===== config.mk =====
export PLATFORM = sky130hd
export DESIGN_NAME = mrs_sequencer
export DESIGN_NICKNAME = d
export VERILOG_FILES = /design/src/hw/mrs_pkg.sv /design/src/hw/mrs_sequencer.sv /design/src/hw/mrs_digit_calc.sv
export SDC_FILE = /design/constraint.sdc
export NUM_CORES = 1
export LEC_CHECK = 0
export BUFFER_PORTS_ARGS = -buffer_cell sky130_fd_sc_hd__buf_2
export CAP_MARGIN = 5
export CORE_UTILIZATION = 56
export CTS_BUF_LIST = sky130_fd_sc_hd__clkbuf_4 sky130_fd_sc_hd__clkbuf_8 sky130_fd_sc_hd__clkbuf_16
export DETAILED_ROUTE_END_ITERATION = 6
export GPL_TIMING_DRIVEN = 0
export PLACE_DENSITY_LB_ADDON = 0.08
export SLEW_MARGIN = 5
export SYNTH_ARGS = -nofsm -noshare
export SYNTH_HDL_FRONTEND = slang
export SYNTH_HIERARCHICAL = 1
export SYNTH_SLANG_ARGS = --single-unit

===== constraint.sdc =====
create_clock -name ref_clk_i -period 4 [get_ports ref_clk_i]
set_input_delay 0.2 -clock ref_clk_i [delete_from_list [all_inputs] [get_ports ref_clk_i]]
set_output_delay 0.2 -clock ref_clk_i [all_outputs]
set_load 0.01 [all_outputs]

===== src/hw/mrs_pkg.sv =====
package mrs_pkg;

  // Ramp lengths in controller clock cycles
  localparam int unsigned HALF_RAMP_CYC = 10;
  localparam int unsigned QUARTER_RAMP_CYC = 5;

  // Largest ramp count per set in the bounded phases
  localparam int unsigned COARSE_MAX_RAMPS = 3;
  localparam int unsigned FINE_MAX_RAMPS = 7;

  // Slots per bounded phase: the ramps plus one closing null slot
  localparam int unsigned COARSE_SLOTS = COARSE_MAX_RAMPS + 1;
  localparam int unsigned FINE_SLOTS = FINE_MAX_RAMPS + 1;

  // Default length of the last phase in half-ramps
  localparam int unsigned P5_HALF_RAMPS = 16;

  // Weights of each set relative to the thousandth current
  localparam int unsigned W_COARSE = 1000;
  localparam int unsigned W_TENTH = 100;
  localparam int unsigned W_HUNDREDTH = 10;
  localparam int unsigned W_THOUSANDTH = 1;

  // DAC setting width and its mid-scale reset value
  localparam int unsigned DAC_W = 6;
  localparam logic [DAC_W-1:0] DAC_RESET = 6'h20;

  // Slope selections driven to the hybrid
  typedef enum logic [2:0] {
    SL_NEG_COARSE = 3'h0,
    SL_POS_COARSE = 3'h1,
    SL_NEG_TENTH = 3'h2,
    SL_POS_HUNDREDTH = 3'h3,
    SL_NEG_THOUSANDTH = 3'h4,
    SL_POS_THOUSANDTH = 3'h5,
    SL_NULL_NEG = 3'h6,
    SL_NULL_POS = 3'h7
  } mrs_slope_e;

  // Five-line code of each slope selection, indexed by mrs_slope_e
  localparam logic [7:0][4:0] SLOPE_CODE = {
    5'h06, 5'h05, 5'h03, 5'h10, 5'h08, 5'h04, 5'h02, 5'h01
  };

  // Sequencer states, Gray coded along the rundown path
  typedef enum logic [2:0] {
    ST_IDLE = 3'h0,
    ST_PREP = 3'h1,
    ST_P1 = 3'h3,
    ST_P2 = 3'h2,
    ST_P3 = 3'h6,
    ST_P4 = 3'h7,
    ST_P5 = 3'h5,
    ST_DONE = 3'h4
  } mrs_state_e;

  // Ramp counts of the five sets
  typedef struct packed {
    logic [1:0] n_neg_coarse;
    logic [1:0] n_pos_coarse;
    logic [2:0] n_neg_tenth;
    logic [2:0] n_pos_hundredth;
    logic [7:0] n_neg_thousandth;
  } mrs_counts_s;

  // Rundown result handed to the reading logic
  typedef struct packed {
    logic neg_residual;
    mrs_counts_s counts;
    logic [15:0] value;
  } mrs_result_s;

endpackage


===== src/hw/mrs_sequencer.sv =====
module mrs_sequencer #(
  parameter int unsigned P5_HALF_RAMPS = mrs_pkg::P5_HALF_RAMPS
) (
  // Clock and reset
  input wire logic ref_clk_i,
  input wire logic sys_rst_i,
  // Controller side
  input wire logic start_i,
  output logic busy_o,
  output logic done_o,
  output mrs_pkg::mrs_result_s result_o,
  // Hybrid side
  input wire logic integrator_comparator_out_i,
  output logic [4:0] ctrl_lines_o,
  output logic input_ground_o,
  output logic dac_enable_o,
  output logic [mrs_pkg::DAC_W-1:0] dac_setting_o
);

  localparam int unsigned P5_CYC = P5_HALF_RAMPS * mrs_pkg::HALF_RAMP_CYC;
  localparam logic [3:0] HALF_LEN = 4'(mrs_pkg::HALF_RAMP_CYC);
  localparam logic [3:0] QUARTER_LEN = 4'(mrs_pkg::QUARTER_RAMP_CYC);
  localparam logic [7:0] COARSE_MAX = 8'(mrs_pkg::COARSE_MAX_RAMPS);
  localparam logic [7:0] FINE_MAX = 8'(mrs_pkg::FINE_MAX_RAMPS);
  localparam logic [3:0] COARSE_LAST = 4'(mrs_pkg::COARSE_SLOTS - 1);
  localparam logic [3:0] FINE_LAST = 4'(mrs_pkg::FINE_SLOTS - 1);
  localparam logic [9:0] P5_LAST = 10'(P5_CYC - 1);
  localparam logic [7:0] HALF_UNITS = 8'h02;
  localparam logic [7:0] QUARTER_UNITS = 8'h01;

  mrs_pkg::mrs_state_e state;
  mrs_pkg::mrs_state_e next_state;
  mrs_pkg::mrs_counts_s counts;
  mrs_pkg::mrs_slope_e slope;
  logic [3:0] cyc;
  logic [3:0] slot;
  logic [9:0] p5_cyc;
  logic [7:0] ramp_cnt;
  logic [7:0] neg_run;
  logic [7:0] pos_run;
  logic active;
  logic ref_cmp;
  logic neg_res;
  logic null_sel;
  logic p5_pos;
  logic first_fine_done;
  logic [15:0] calc_value;
  logic [3:0] slot_age;

  wire cmp = integrator_comparator_out_i;
  wire in_p5 = (state == mrs_pkg::ST_P5);
  wire coarse = (state == mrs_pkg::ST_P1) || (state == mrs_pkg::ST_P2);
  wire fine = (state == mrs_pkg::ST_P3) || (state == mrs_pkg::ST_P4);
  wire [3:0] slot_len = (in_p5 && p5_pos) ? QUARTER_LEN : HALF_LEN;
  wire slot_end = (cyc == slot_len - 4'h1);
  wire crossed = (cmp != ref_cmp);
  wire [3:0] last_slot = coarse ? COARSE_LAST : FINE_LAST;
  wire [7:0] max_ramps = coarse ? COARSE_MAX : FINE_MAX;
  wire brief_pos = (state == mrs_pkg::ST_P1) && !neg_res;
  wire brief_end = brief_pos && active && (cyc == QUARTER_LEN - 4'h1);
  wire phase_end = in_p5 ? (p5_cyc == P5_LAST)
                         : ((coarse || fine) && slot_end && (slot == last_slot));
  wire ramp_end = active && slot_end && !brief_pos && (coarse || fine || in_p5);
  wire [7:0] ramp_next = ramp_cnt + 8'h01;
  wire remove = ramp_end && !in_p5 && (crossed || (ramp_next == max_ramps));
  wire run_done = ramp_end && in_p5 && crossed;
  wire [7:0] unit = p5_pos ? QUARTER_UNITS : HALF_UNITS;

  // The first thousandth set measures the residual, so only later runs feed the trim
  wire keep_neg = !(run_done && !first_fine_done);
  wire trim_ok = (neg_run != 8'h00);

  // Phase order of the rundown
  always_comb begin
    next_state = state;
    case (state)
      mrs_pkg::ST_IDLE: if (start_i) next_state = mrs_pkg::ST_PREP;
      mrs_pkg::ST_PREP: next_state = mrs_pkg::ST_P1;
      mrs_pkg::ST_P1: if (phase_end) next_state = mrs_pkg::ST_P2;
      mrs_pkg::ST_P2: if (phase_end) next_state = mrs_pkg::ST_P3;
      mrs_pkg::ST_P3: if (phase_end) next_state = mrs_pkg::ST_P4;
      mrs_pkg::ST_P4: if (phase_end) next_state = mrs_pkg::ST_P5;
      mrs_pkg::ST_P5: if (phase_end) next_state = mrs_pkg::ST_DONE;
      mrs_pkg::ST_DONE: next_state = mrs_pkg::ST_IDLE;
      default: next_state = mrs_pkg::ST_IDLE;
    endcase
  end

  // Slope selection: the set current while active, else the next null
  always_comb begin
    slope = null_sel ? mrs_pkg::SL_NULL_NEG : mrs_pkg::SL_NULL_POS;
    case (state)
      mrs_pkg::ST_P1: if (active) slope = mrs_pkg::SL_NEG_COARSE;
      mrs_pkg::ST_P2: if (active) slope = mrs_pkg::SL_POS_COARSE;
      mrs_pkg::ST_P3: if (active) slope = mrs_pkg::SL_NEG_TENTH;
      mrs_pkg::ST_P4: if (active) slope = mrs_pkg::SL_POS_HUNDREDTH;
      mrs_pkg::ST_P5: begin
        slope = p5_pos ? mrs_pkg::SL_POS_THOUSANDTH : mrs_pkg::SL_NEG_THOUSANDTH;
      end
      default: slope = null_sel ? mrs_pkg::SL_NULL_NEG : mrs_pkg::SL_NULL_POS;
    endcase
  end

  // Result arithmetic
  mrs_digit_calc u_calc (
    .counts_i(counts),
    .value_o(calc_value)
  );

  // State and slot timing
  always_ff @(posedge ref_clk_i or posedge sys_rst_i) begin
    if (sys_rst_i) begin
      state <= mrs_pkg::ST_IDLE;
      cyc <= 4'h0;
      slot <= 4'h0;
      p5_cyc <= 10'h000;
    end else begin
      state <= next_state;
      if (phase_end || state == mrs_pkg::ST_PREP) begin
        cyc <= 4'h0;
        slot <= 4'h0;
        p5_cyc <= 10'h000;
      end else if (slot_end || run_done) begin
        cyc <= 4'h0;
        slot <= slot + 4'h1;
        p5_cyc <= p5_cyc + 10'h001;
      end else begin
        cyc <= cyc + 4'h1;
        p5_cyc <= p5_cyc + 10'h001;
      end
    end
  end

  // Current activity, crossing reference and polarity
  always_ff @(posedge ref_clk_i or posedge sys_rst_i) begin
    if (sys_rst_i) begin
      active <= 1'b0;
      ref_cmp <= 1'b0;
      neg_res <= 1'b0;
      p5_pos <= 1'b0;
      null_sel <= 1'b0;
    end else if (state == mrs_pkg::ST_PREP) begin
      neg_res <= !cmp;
      ref_cmp <= cmp;
      active <= 1'b1;
      p5_pos <= 1'b0;
    end else if (phase_end) begin
      active <= (next_state != mrs_pkg::ST_DONE);
      ref_cmp <= cmp;
      p5_pos <= 1'b0;
    end else if (remove || brief_end) begin
      active <= 1'b0;
      null_sel <= !null_sel;
    end else if (run_done) begin
      p5_pos <= !p5_pos;
      ref_cmp <= cmp;
    end
  end

  // Ramp counting per set
  always_ff @(posedge ref_clk_i or posedge sys_rst_i) begin
    if (sys_rst_i) begin
      ramp_cnt <= 8'h00;
      counts <= '0;
      first_fine_done <= 1'b0;
    end else if (state == mrs_pkg::ST_PREP) begin
      ramp_cnt <= 8'h00;
      counts <= '0;
      first_fine_done <= 1'b0;
    end else if (phase_end) begin
      ramp_cnt <= 8'h00;
      if (in_p5 && !first_fine_done) counts.n_neg_thousandth <= ramp_cnt;
    end else if (ramp_end && !(in_p5 && first_fine_done)) begin
      ramp_cnt <= ramp_next;
      if (remove && state == mrs_pkg::ST_P1) counts.n_neg_coarse <= ramp_next[1:0];
      if (remove && state == mrs_pkg::ST_P2) counts.n_pos_coarse <= ramp_next[1:0];
      if (remove && state == mrs_pkg::ST_P3) counts.n_neg_tenth <= ramp_next[2:0];
      if (remove && state == mrs_pkg::ST_P4) counts.n_pos_hundredth <= ramp_next[2:0];
      if (run_done) begin
        counts.n_neg_thousandth <= ramp_next;
        first_fine_done <= 1'b1;
      end
    end
  end

  // Offset DAC enable and trim from fine run lengths
  always_ff @(posedge ref_clk_i or posedge sys_rst_i) begin
    if (sys_rst_i) begin
      dac_enable_o <= 1'b0;
      dac_setting_o <= mrs_pkg::DAC_RESET;
      neg_run <= 8'h00;
      pos_run <= 8'h00;
    end else begin
      if (state == mrs_pkg::ST_PREP) dac_enable_o <= 1'b0;
      else if (state == mrs_pkg::ST_P3 && phase_end) dac_enable_o <= 1'b1;
      if (!in_p5 || phase_end) begin
        neg_run <= 8'h00;
        pos_run <= 8'h00;
      end else if (ramp_end && !p5_pos) begin
        neg_run <= keep_neg ? neg_run + unit : 8'h00;
        pos_run <= run_done ? 8'h00 : pos_run;
      end else if (ramp_end && p5_pos) begin
        pos_run <= pos_run + unit;
        if (run_done) begin
          pos_run <= 8'h00;
          neg_run <= 8'h00;
          if (trim_ok && pos_run + unit > neg_run && dac_setting_o != '0)
            dac_setting_o <= dac_setting_o - 1'b1;
          else if (trim_ok && pos_run + unit < neg_run && dac_setting_o != '1)
            dac_setting_o <= dac_setting_o + 1'b1;
        end
      end
    end
  end

  // Registered outputs toward controller and hybrid
  always_ff @(posedge ref_clk_i or posedge sys_rst_i) begin
    if (sys_rst_i) begin
      ctrl_lines_o <= mrs_pkg::SLOPE_CODE[mrs_pkg::SL_NULL_POS];
      input_ground_o <= 1'b0;
      busy_o <= 1'b0;
      done_o <= 1'b0;
      result_o <= '0;
    end else begin
      ctrl_lines_o <= mrs_pkg::SLOPE_CODE[slope];
      busy_o <= (next_state != mrs_pkg::ST_IDLE);
      done_o <= (state == mrs_pkg::ST_DONE);
      if (state == mrs_pkg::ST_IDLE && start_i) input_ground_o <= 1'b1;
      else if (state == mrs_pkg::ST_DONE) input_ground_o <= 1'b0;
      if (state == mrs_pkg::ST_DONE) begin
        result_o.neg_residual <= neg_res;
        result_o.counts <= counts;
        result_o.value <= calc_value;
      end
    end
  end

  // Cycles spent in the current slot, checked against the half-ramp length
  always_ff @(posedge ref_clk_i or posedge sys_rst_i) begin
    if (sys_rst_i) begin
      slot_age <= 4'h0;
    end else if (slot_end || phase_end || state == mrs_pkg::ST_PREP) begin
      slot_age <= 4'h0;
    end else if (slot_age != 4'hF) begin
      slot_age <= slot_age + 4'h1;
    end
  end
endmodule


===== src/hw/mrs_digit_calc.sv =====
// Weighted sum of the set counts in thousandth-current units
module mrs_digit_calc (
  // Counts in
  input wire mrs_pkg::mrs_counts_s counts_i,
  // Signed residual, two's complement
  output logic [15:0] value_o
);

  logic [15:0] t_neg_coarse;
  logic [15:0] t_pos_coarse;
  logic [15:0] t_neg_tenth;
  logic [15:0] t_pos_hundredth;
  logic [15:0] t_neg_thousandth;

  // Each set's charge scaled by its current weight
  assign t_neg_coarse = 16'(mrs_pkg::W_COARSE) * 16'(counts_i.n_neg_coarse);
  assign t_pos_coarse = 16'(mrs_pkg::W_COARSE) * 16'(counts_i.n_pos_coarse);
  assign t_neg_tenth = 16'(mrs_pkg::W_TENTH) * 16'(counts_i.n_neg_tenth);
  assign t_pos_hundredth = 16'(mrs_pkg::W_HUNDREDTH) * 16'(counts_i.n_pos_hundredth);
  assign t_neg_thousandth = 16'(mrs_pkg::W_THOUSANDTH) * 16'(counts_i.n_neg_thousandth);

  // Negative sets add, positive sets subtract
  assign value_o = t_neg_coarse - t_pos_coarse + t_neg_tenth - t_pos_hundredth
                   + t_neg_thousandth;

endmodule


-- Yosys cells after proc, flatten, opt, wreduce, memory -nomap -nowiden
Memory sizes are Yosys's and may differ from the RTL's. A register that Yosys moved wholly into a read port is not among the register bits.
Cells that the tools add are included.
- bitwise operators: 4
- order comparisons: 2
- eq/ne operators: 19
- reductions and logical operators: 76
- $mul: 4
- mux-type cells: 67
- $add $sub $neg: 13
- operator list (cell ; number):
    two-way mux 8 bit ; 15
    two-way mux 3 bit ; 14
    two-way mux 18 bit ; 2
    logical AND 1 bit ; 29
    case mux 3 bit (8 select lines) ; 1
    two-way mux 1 bit ; 22
    AND reduction 3 bit ; 7
    two-way mux 10 bit ; 2
    two-way mux 4 bit ; 5
    nonzero test 2 bit ; 10
    multiplier 7 x 2 -> 9 bit (first input constant) ; 2
    nonzero test 3 bit ; 6
    adder 16 x 10 -> 16 bit ; 1
    adder 16 x 8 -> 16 bit ; 1
    adder 8 x 2 -> 8 bit ; 2
    subtractor 16 x 7 -> 16 bit ; 1
    case mux 3 bit (5 select lines) ; 1
    subtractor 12 x 12 -> 13 bit ; 1
    == test 3 bit (second input constant) ; 4
    two-way mux 6 bit ; 2
    adder 10 x 1 -> 10 bit (second input constant) ; 1
    == test 10 x 8 -> 1 bit (second input constant) ; 1
    logical OR 1 bit ; 9
    adder 4 x 1 -> 4 bit (second input constant) ; 2
    28 further kinds ; 44
- output and inout port bits: 50
- memories kept: 1
- bits of input ports: 4
- ROM bits: 40
- word-level logic and storage cells: 216
- register bits: 114
- memory list (memory ; depth ; bits a word ; rd ports ; clocked after Yosys merged registers in ; wr ports ; line ; RTL):
    (name not given) ; 8 ; 5 ; 1 ; 1 ; 0 ; mrs_sequencer.sv:225 ; ctrl_lines_o <= mrs_pkg::SLOPE_CODE[slope];

-- Logic depth before layout (Yosys ltp)
- word-level depth: 15
- mapped depth: 21
- depth with buffers taken out: 20

-- Modules after synthesis
Netlist, hierarchy kept.
- modules (own cells, without submodules) (module ; times used ; area an instance (µm²) ; seq. area each (µm²) ; cells each):
    mrs_sequencer ; 1 ; 6244.7 ; 2981.6 ; 622
    mrs_digit_calc ; 1 ; 1555.2 ; 0.0 ; 199

-- Worst setup path after synthesis
OpenSTA, ideal clock, no wires.
- path kind: flip-flop to flip-flop
- start: register counts[15] (netlist bit)
- end: register result_o[10] (netlist bit)
- period minus slack after synthesis: 4.090 ns
- buffers on the path: 0
- required time: 3.875 ns
- arrival time: 3.966 ns
- stages on the path, launching flop included: 18
- library setup time: 0.125 ns
- slack: -0.090 ns
- path through: dfrtp_1 > inv_1 > ha_1 > inv_1 > ha_1 > a21boi_2 > nor2_1 > fa_1 > inv_1 > fa_1 > inv_1 > ha_1 > a21oi_1 > o21ai_1 > a2111oi_0 > nor3_1 > xor2_1 > mux2_2
- longest elaborated chain between the ends: 5
- RTL lines (what ; line ; RTL):
    from (decl) ; mrs_sequencer.sv:33 ; mrs_pkg::mrs_counts_s counts;
    multiplier 7 x 2 -> 9 bit ; mrs_digit_calc.sv:17 ; assign t_pos_coarse = 16'(mrs_pkg::W_COARSE) * 16'(counts_i.n_pos_coarse);
    subtractor 12 x 12 -> 13 bit ; mrs_digit_calc.sv:23 ; assign value_o = t_neg_coarse - t_pos_coarse + t_neg_tenth - t_pos_hundredth
    adder 16 x 10 -> 16 bit ; mrs_digit_calc.sv:23 ;
    subtractor 16 x 7 -> 16 bit ; mrs_digit_calc.sv:23 ;
    adder 16 x 8 -> 16 bit ; mrs_digit_calc.sv:24 ; + t_neg_thousandth;
    net calc_value[10] ; mrs_sequencer.sv:47 ; logic [15:0] calc_value;
    to (decl) ; mrs_sequencer.sv:11 ; output mrs_pkg::mrs_result_s result_o,
The timed path passes the listed nets, and every way through them passes these cells.
A chain may end at the register's enable or synchronous reset.

-- Worst setup path in the final report
- start: register counts[17] (netlist bit)
- end: register result_o[14] (netlist bit)
- longest elaborated chain between the ends: 5
- RTL lines (what ; line ; RTL):
    multiplier 7 x 2 -> 9 bit ; mrs_digit_calc.sv:16 ; assign t_neg_coarse = 16'(mrs_pkg::W_COARSE) * 16'(counts_i.n_neg_coarse);
    subtractor 12 x 12 -> 13 bit ; mrs_digit_calc.sv:23 ;
    adder 16 x 10 -> 16 bit ; mrs_digit_calc.sv:23 ;
    subtractor 16 x 7 -> 16 bit ; mrs_digit_calc.sv:23 ;
    adder 16 x 8 -> 16 bit ; mrs_digit_calc.sv:24 ;
    net calc_value[14] ; mrs_sequencer.sv:47 ;
The timed path passes the listed nets, and every way through them passes these cells.

==> flow_summary_export.csv <==
group,metric,value,unit
setup_path,crit_path_start_kind,"register",
power_and_ir_drop,p_per_area,327,nW/um^2
setup_path,path_cells,"inv_2, ha_4, ha_4, a21boi_4, nor2_2, fa_1, inv_2, fa_1, inv_2, ha_4, nand2_4, o21ai_4, a211oi_2, o41a_2, mux2_4",
clock_tree,clk_pin_slew_worst_paths,0.05,ns
placed_design,port_buffers,53,
power_and_ir_drop,cellLeakagePower,4.57,nW
clock_tree,cts_buffers,17,
floorplan,num_rows,42,
setup_path,cp_num_buf_inv,3,
power_and_ir_drop,power_frac_comb,11.6,%
floorplan,dieArea,14400,um^2
synthesis,synth-main-ff-cell,"dfrtp_1",
clock_tree,clkSinkCount,119,
synthesis,synth_edf_count,0,
clock_tree,clk_latency,0.42,ns
floorplan,die_w,120,um
sta,period_needed,3.96,ns
power_and_ir_drop,netSwitchingFraction,25.2,%
synthesis,synthArstFlopShare,100,%
sta,drv_slew,0,
sta,fin_crit_sh,98.9,%
synthesis,netlist_area,7800,um^2
detailed_routing,drt-pass1-iter-count,5,
floorplan,die_h,120,um
sta,setup_ws,0.0443,ns
placed_design,dpl.hpwl,13.1,mm
cells_and_area,multi_input_area,4640,um^2
power_and_ir_drop,vdd_drop_max,324,uV
setup_path,worst-setup-path-type,"register to register",
sta,setup_viol,0,
sta,rsz0062_at_grt,"true",
cells_and_area,fin_area,9300,um^2
run,maxCapViolCount,0,
cells_and_area,antennaDiodeCount,0,
sta,max_freq,253,MHz
sta,holdWs,0.0328,ns
synthesis,syn_area_per_cell,9.50,um^2
detailed_routing,vias,6387,
synthesis,ys_seq_area_share,38.2,%
global_route,overflow,0,
cells_and_area,mostFrequentLayoutCell,"dfrtp_1",
cells_and_area,layout_common_cells,"dfrtp_1 (111), nor2_1 (90), inv_1 (70), buf_2 (62), ha_1 (60)",
min_path,min_path_type,"primary input to register",
global_route,grtUsageTotal,27.8,%
setup_path,slowest_stage,"fa_1",
power_and_ir_drop,fin_total_pwr,3.04,mW
power_and_ir_drop,internal_power,2.28,mW
sta,hold_viol_final,0,
cells_and_area,final_nets,1000,
detailed_routing,wl,19.0,mm
setup_path,slowest_delay,0.52,ns
cells_and_area,fillers,1015,
power_and_ir_drop,p_clk_share,48.5,%
placed_design,placement.cell_area,8340,um^2
detailed_routing,post_drt_wl_per_cell,17.2,um
cells_and_area,drive_gt1_share,25.1,%
clock_tree,htreeDepth,4,
global_route,grt_pass1_wl,31.3,mm
placed_design,gp_congestion,0.903,
setup_path,cp.required,4.30,ns
detailed_routing,drc,0,
synthesis,synth_seq_cells,119,
sta,finalClockSkew,0.00796,ns
clock_tree,cts_root_buffer,"clkbuf_16",
cells_and_area,syn_to_final_growth,19.2,%
global_route,grt_pass1_vias,6361,
cells_and_area,fin_util,69.4,%
detailed_routing,drtAntennaViolNets,0,
setup_path,crit_arrival,4.26,ns
floorplan,io_pins,54,
power_and_ir_drop,power_frac_seq,39.9,%
setup_path,critPathMaxFanout,4,
setup_path,crit_family,"adder cells",
detailed_routing,via_per_inst,5.80,
global_route,grt_start_max_net_pins,90,
sta,maxSlewHeadroom,39.1,%
synthesis,synthCells,821,
setup_path,crit_path_end_kind,"register",
floorplan,initial_core_util,58.2,%
detailed_routing,drtIter0Drc,388,
clock_tree,cts_tree,"done",
synthesis,yosysUniqueCellTypes,70,
clock_tree,clock_path_buffers,2,
global_route,antenna_found_initial,0,
synthesis,syn_nets,909,
cells_and_area,final-seq-area,2990,um^2
placed_design,place_ws,-0.650,ns
sta,tightest_slew,0.890,ns
status,status,"complete, no violations",
synthesis,yosysWarningCount,6,
power_and_ir_drop,p_switching,0.766,mW
floorplan,core,13400,um^2
## Yosys cell counts (all sizes together) (3+ instances only)
library cell  number  area share (%)
o21ai             42             2.7
mux2i              4            0.56
nand2b             6            0.48
nand3             28             1.8
a21oi             46             3.1
a31o               3            0.34
dfstp              3             1.0
xor2              17             1.9
buf               12            0.87
inv               79             3.8
a31oi              3            0.24
nand4b             3            0.34
a21boi             5            0.53
nor4               7            0.56
dfrtp            116              37
nor3              22             1.5
and4               3            0.34
and2               4            0.32
fa                15             3.8
ha                69              11
o21a               3            0.29
mux2              44             6.4
xnor2             32             3.6
a21o               5            0.50
nand2             58             2.8
nor2              93             4.5
o211ai             9            0.87
and3               6            0.48
a311oi             3            0.34
clkbuf            15            0.74
a2111oi            3            0.42
or3               10            0.87
nor2b             13             1.0
nand4              7            0.56
a211oi             4            0.45
## area by class of cell
cell class | instances | share of cell area, %
Buffer | 27 | 1.47
Sequential cell | 119 | 32.1
Inverter | 80 | 3.31
Clock buffer | 22 | 5.12
Clock inverter | 10 | 1.04
Multi-Input combinational cell | 595 | 49.9
Timing Repair Buffer | 72 | 4.63
Tap cell | 176 | 2.37
## metrics by stage
stage,setup TNS (ns),instances
floorplan,0,821
global placement,-73.21,1050
detailed placement,-3.82,1051
CTS,0,1092
global route,-0.173,1101
finish,0,1101
## registers in the layout, summed over array words and instances (netlist names), 3 cells and up
register       cells
p5_cyc            10
pos_run            8
cyc                4
result_o          35
state              3
slot               4
counts            18
ctrl_lines_o       5
dac_setting_o      6
neg_run            8
ramp_cnt           8
## power by group through the flow
stage	clock network (mW)	registers [mW]	logic, mW
after floorplan	0	1.24	0.253
after global placement	0	1.24	0.303
after detailed placement	0	1.24	0.315
after CTS	1.49	1.21	0.333
after global routing	1.55	1.22	0.396
final	1.47	1.22	0.353
## logic make-up (layout without fill, tap and decap cells)
kind of cell             count (synthesis)  in the layout  synth area share (%)
multiplexers                            48             48                  6.91
XOR/XNOR                                49             49                  5.50
AND/OR/NAND/NOR                        271            271                  17.1
adder cells (fa/ha/maj)                 84             84                  14.9
AO/OA/AOI/OAI                          143            143                  11.9
buffers and inverters                  107            211                  5.45
flip-flops                             119            119                  38.2
## final timing paths
path | slack, ns | end | from | cells past startpoint
max in group asynchronous | 2.92 | ctrl_lines_o[1]$_DFF_PP1_ | sys_rst_i | 4
min reg2reg | 0.49 | p5_cyc[0]$_DFF_PP0_ | p5_cyc[0]$_DFF_PP0_ | 1
max | 0.04 | result_o[14]$_DFFE_PP0P_ | counts[17]$_DFFE_PP0P_ | 15
min in group asynchronous | 0.32 | dac_setting_o[4]$_DFFE_PP0P_ | sys_rst_i | 3
max reg2reg | 0.04 | result_o[14]$_DFFE_PP0P_ | counts[17]$_DFFE_PP0P_ | 15
min | 0.03 | neg_res$_DFFE_PP0P_ | integrator_comparator_out_i | 2
## worst register-to-register path, cell delays in order, from the launching register on
cell and delay, ns:
dfrtp_2 0.45, inv_2 0.11, ha_4 0.21, ha_4 0.28
a21boi_4 0.18, nor2_2 0.05, fa_1 0.52, inv_2 0.04
fa_1 0.50, inv_2 0.05, ha_4 0.31, nand2_4 0.08
o21ai_4 0.21, a211oi_2 0.12, o41a_2 0.48, mux2_4 0.26
## repair_timing
action                                 4_1_cts  5_1_grt
hold buffers                                 1        0
setup buffers                                8        9
resized for setup                           21       40
setup endpoints to repair                   14       12
pin swaps                                    2       24
endpoints found under the hold margin       29        0
## routing by layer
layer  track usage, %  vias to the layer above  share of wire (%)
li1                 -                     3015                  -
met1             36.3                     3206                 44
met2             45.8                      133                 50
met3             4.85                       33                4.0
met4             10.7                        0                2.2
met5                0                        -                  0
(Power assumes the default switching activity.)
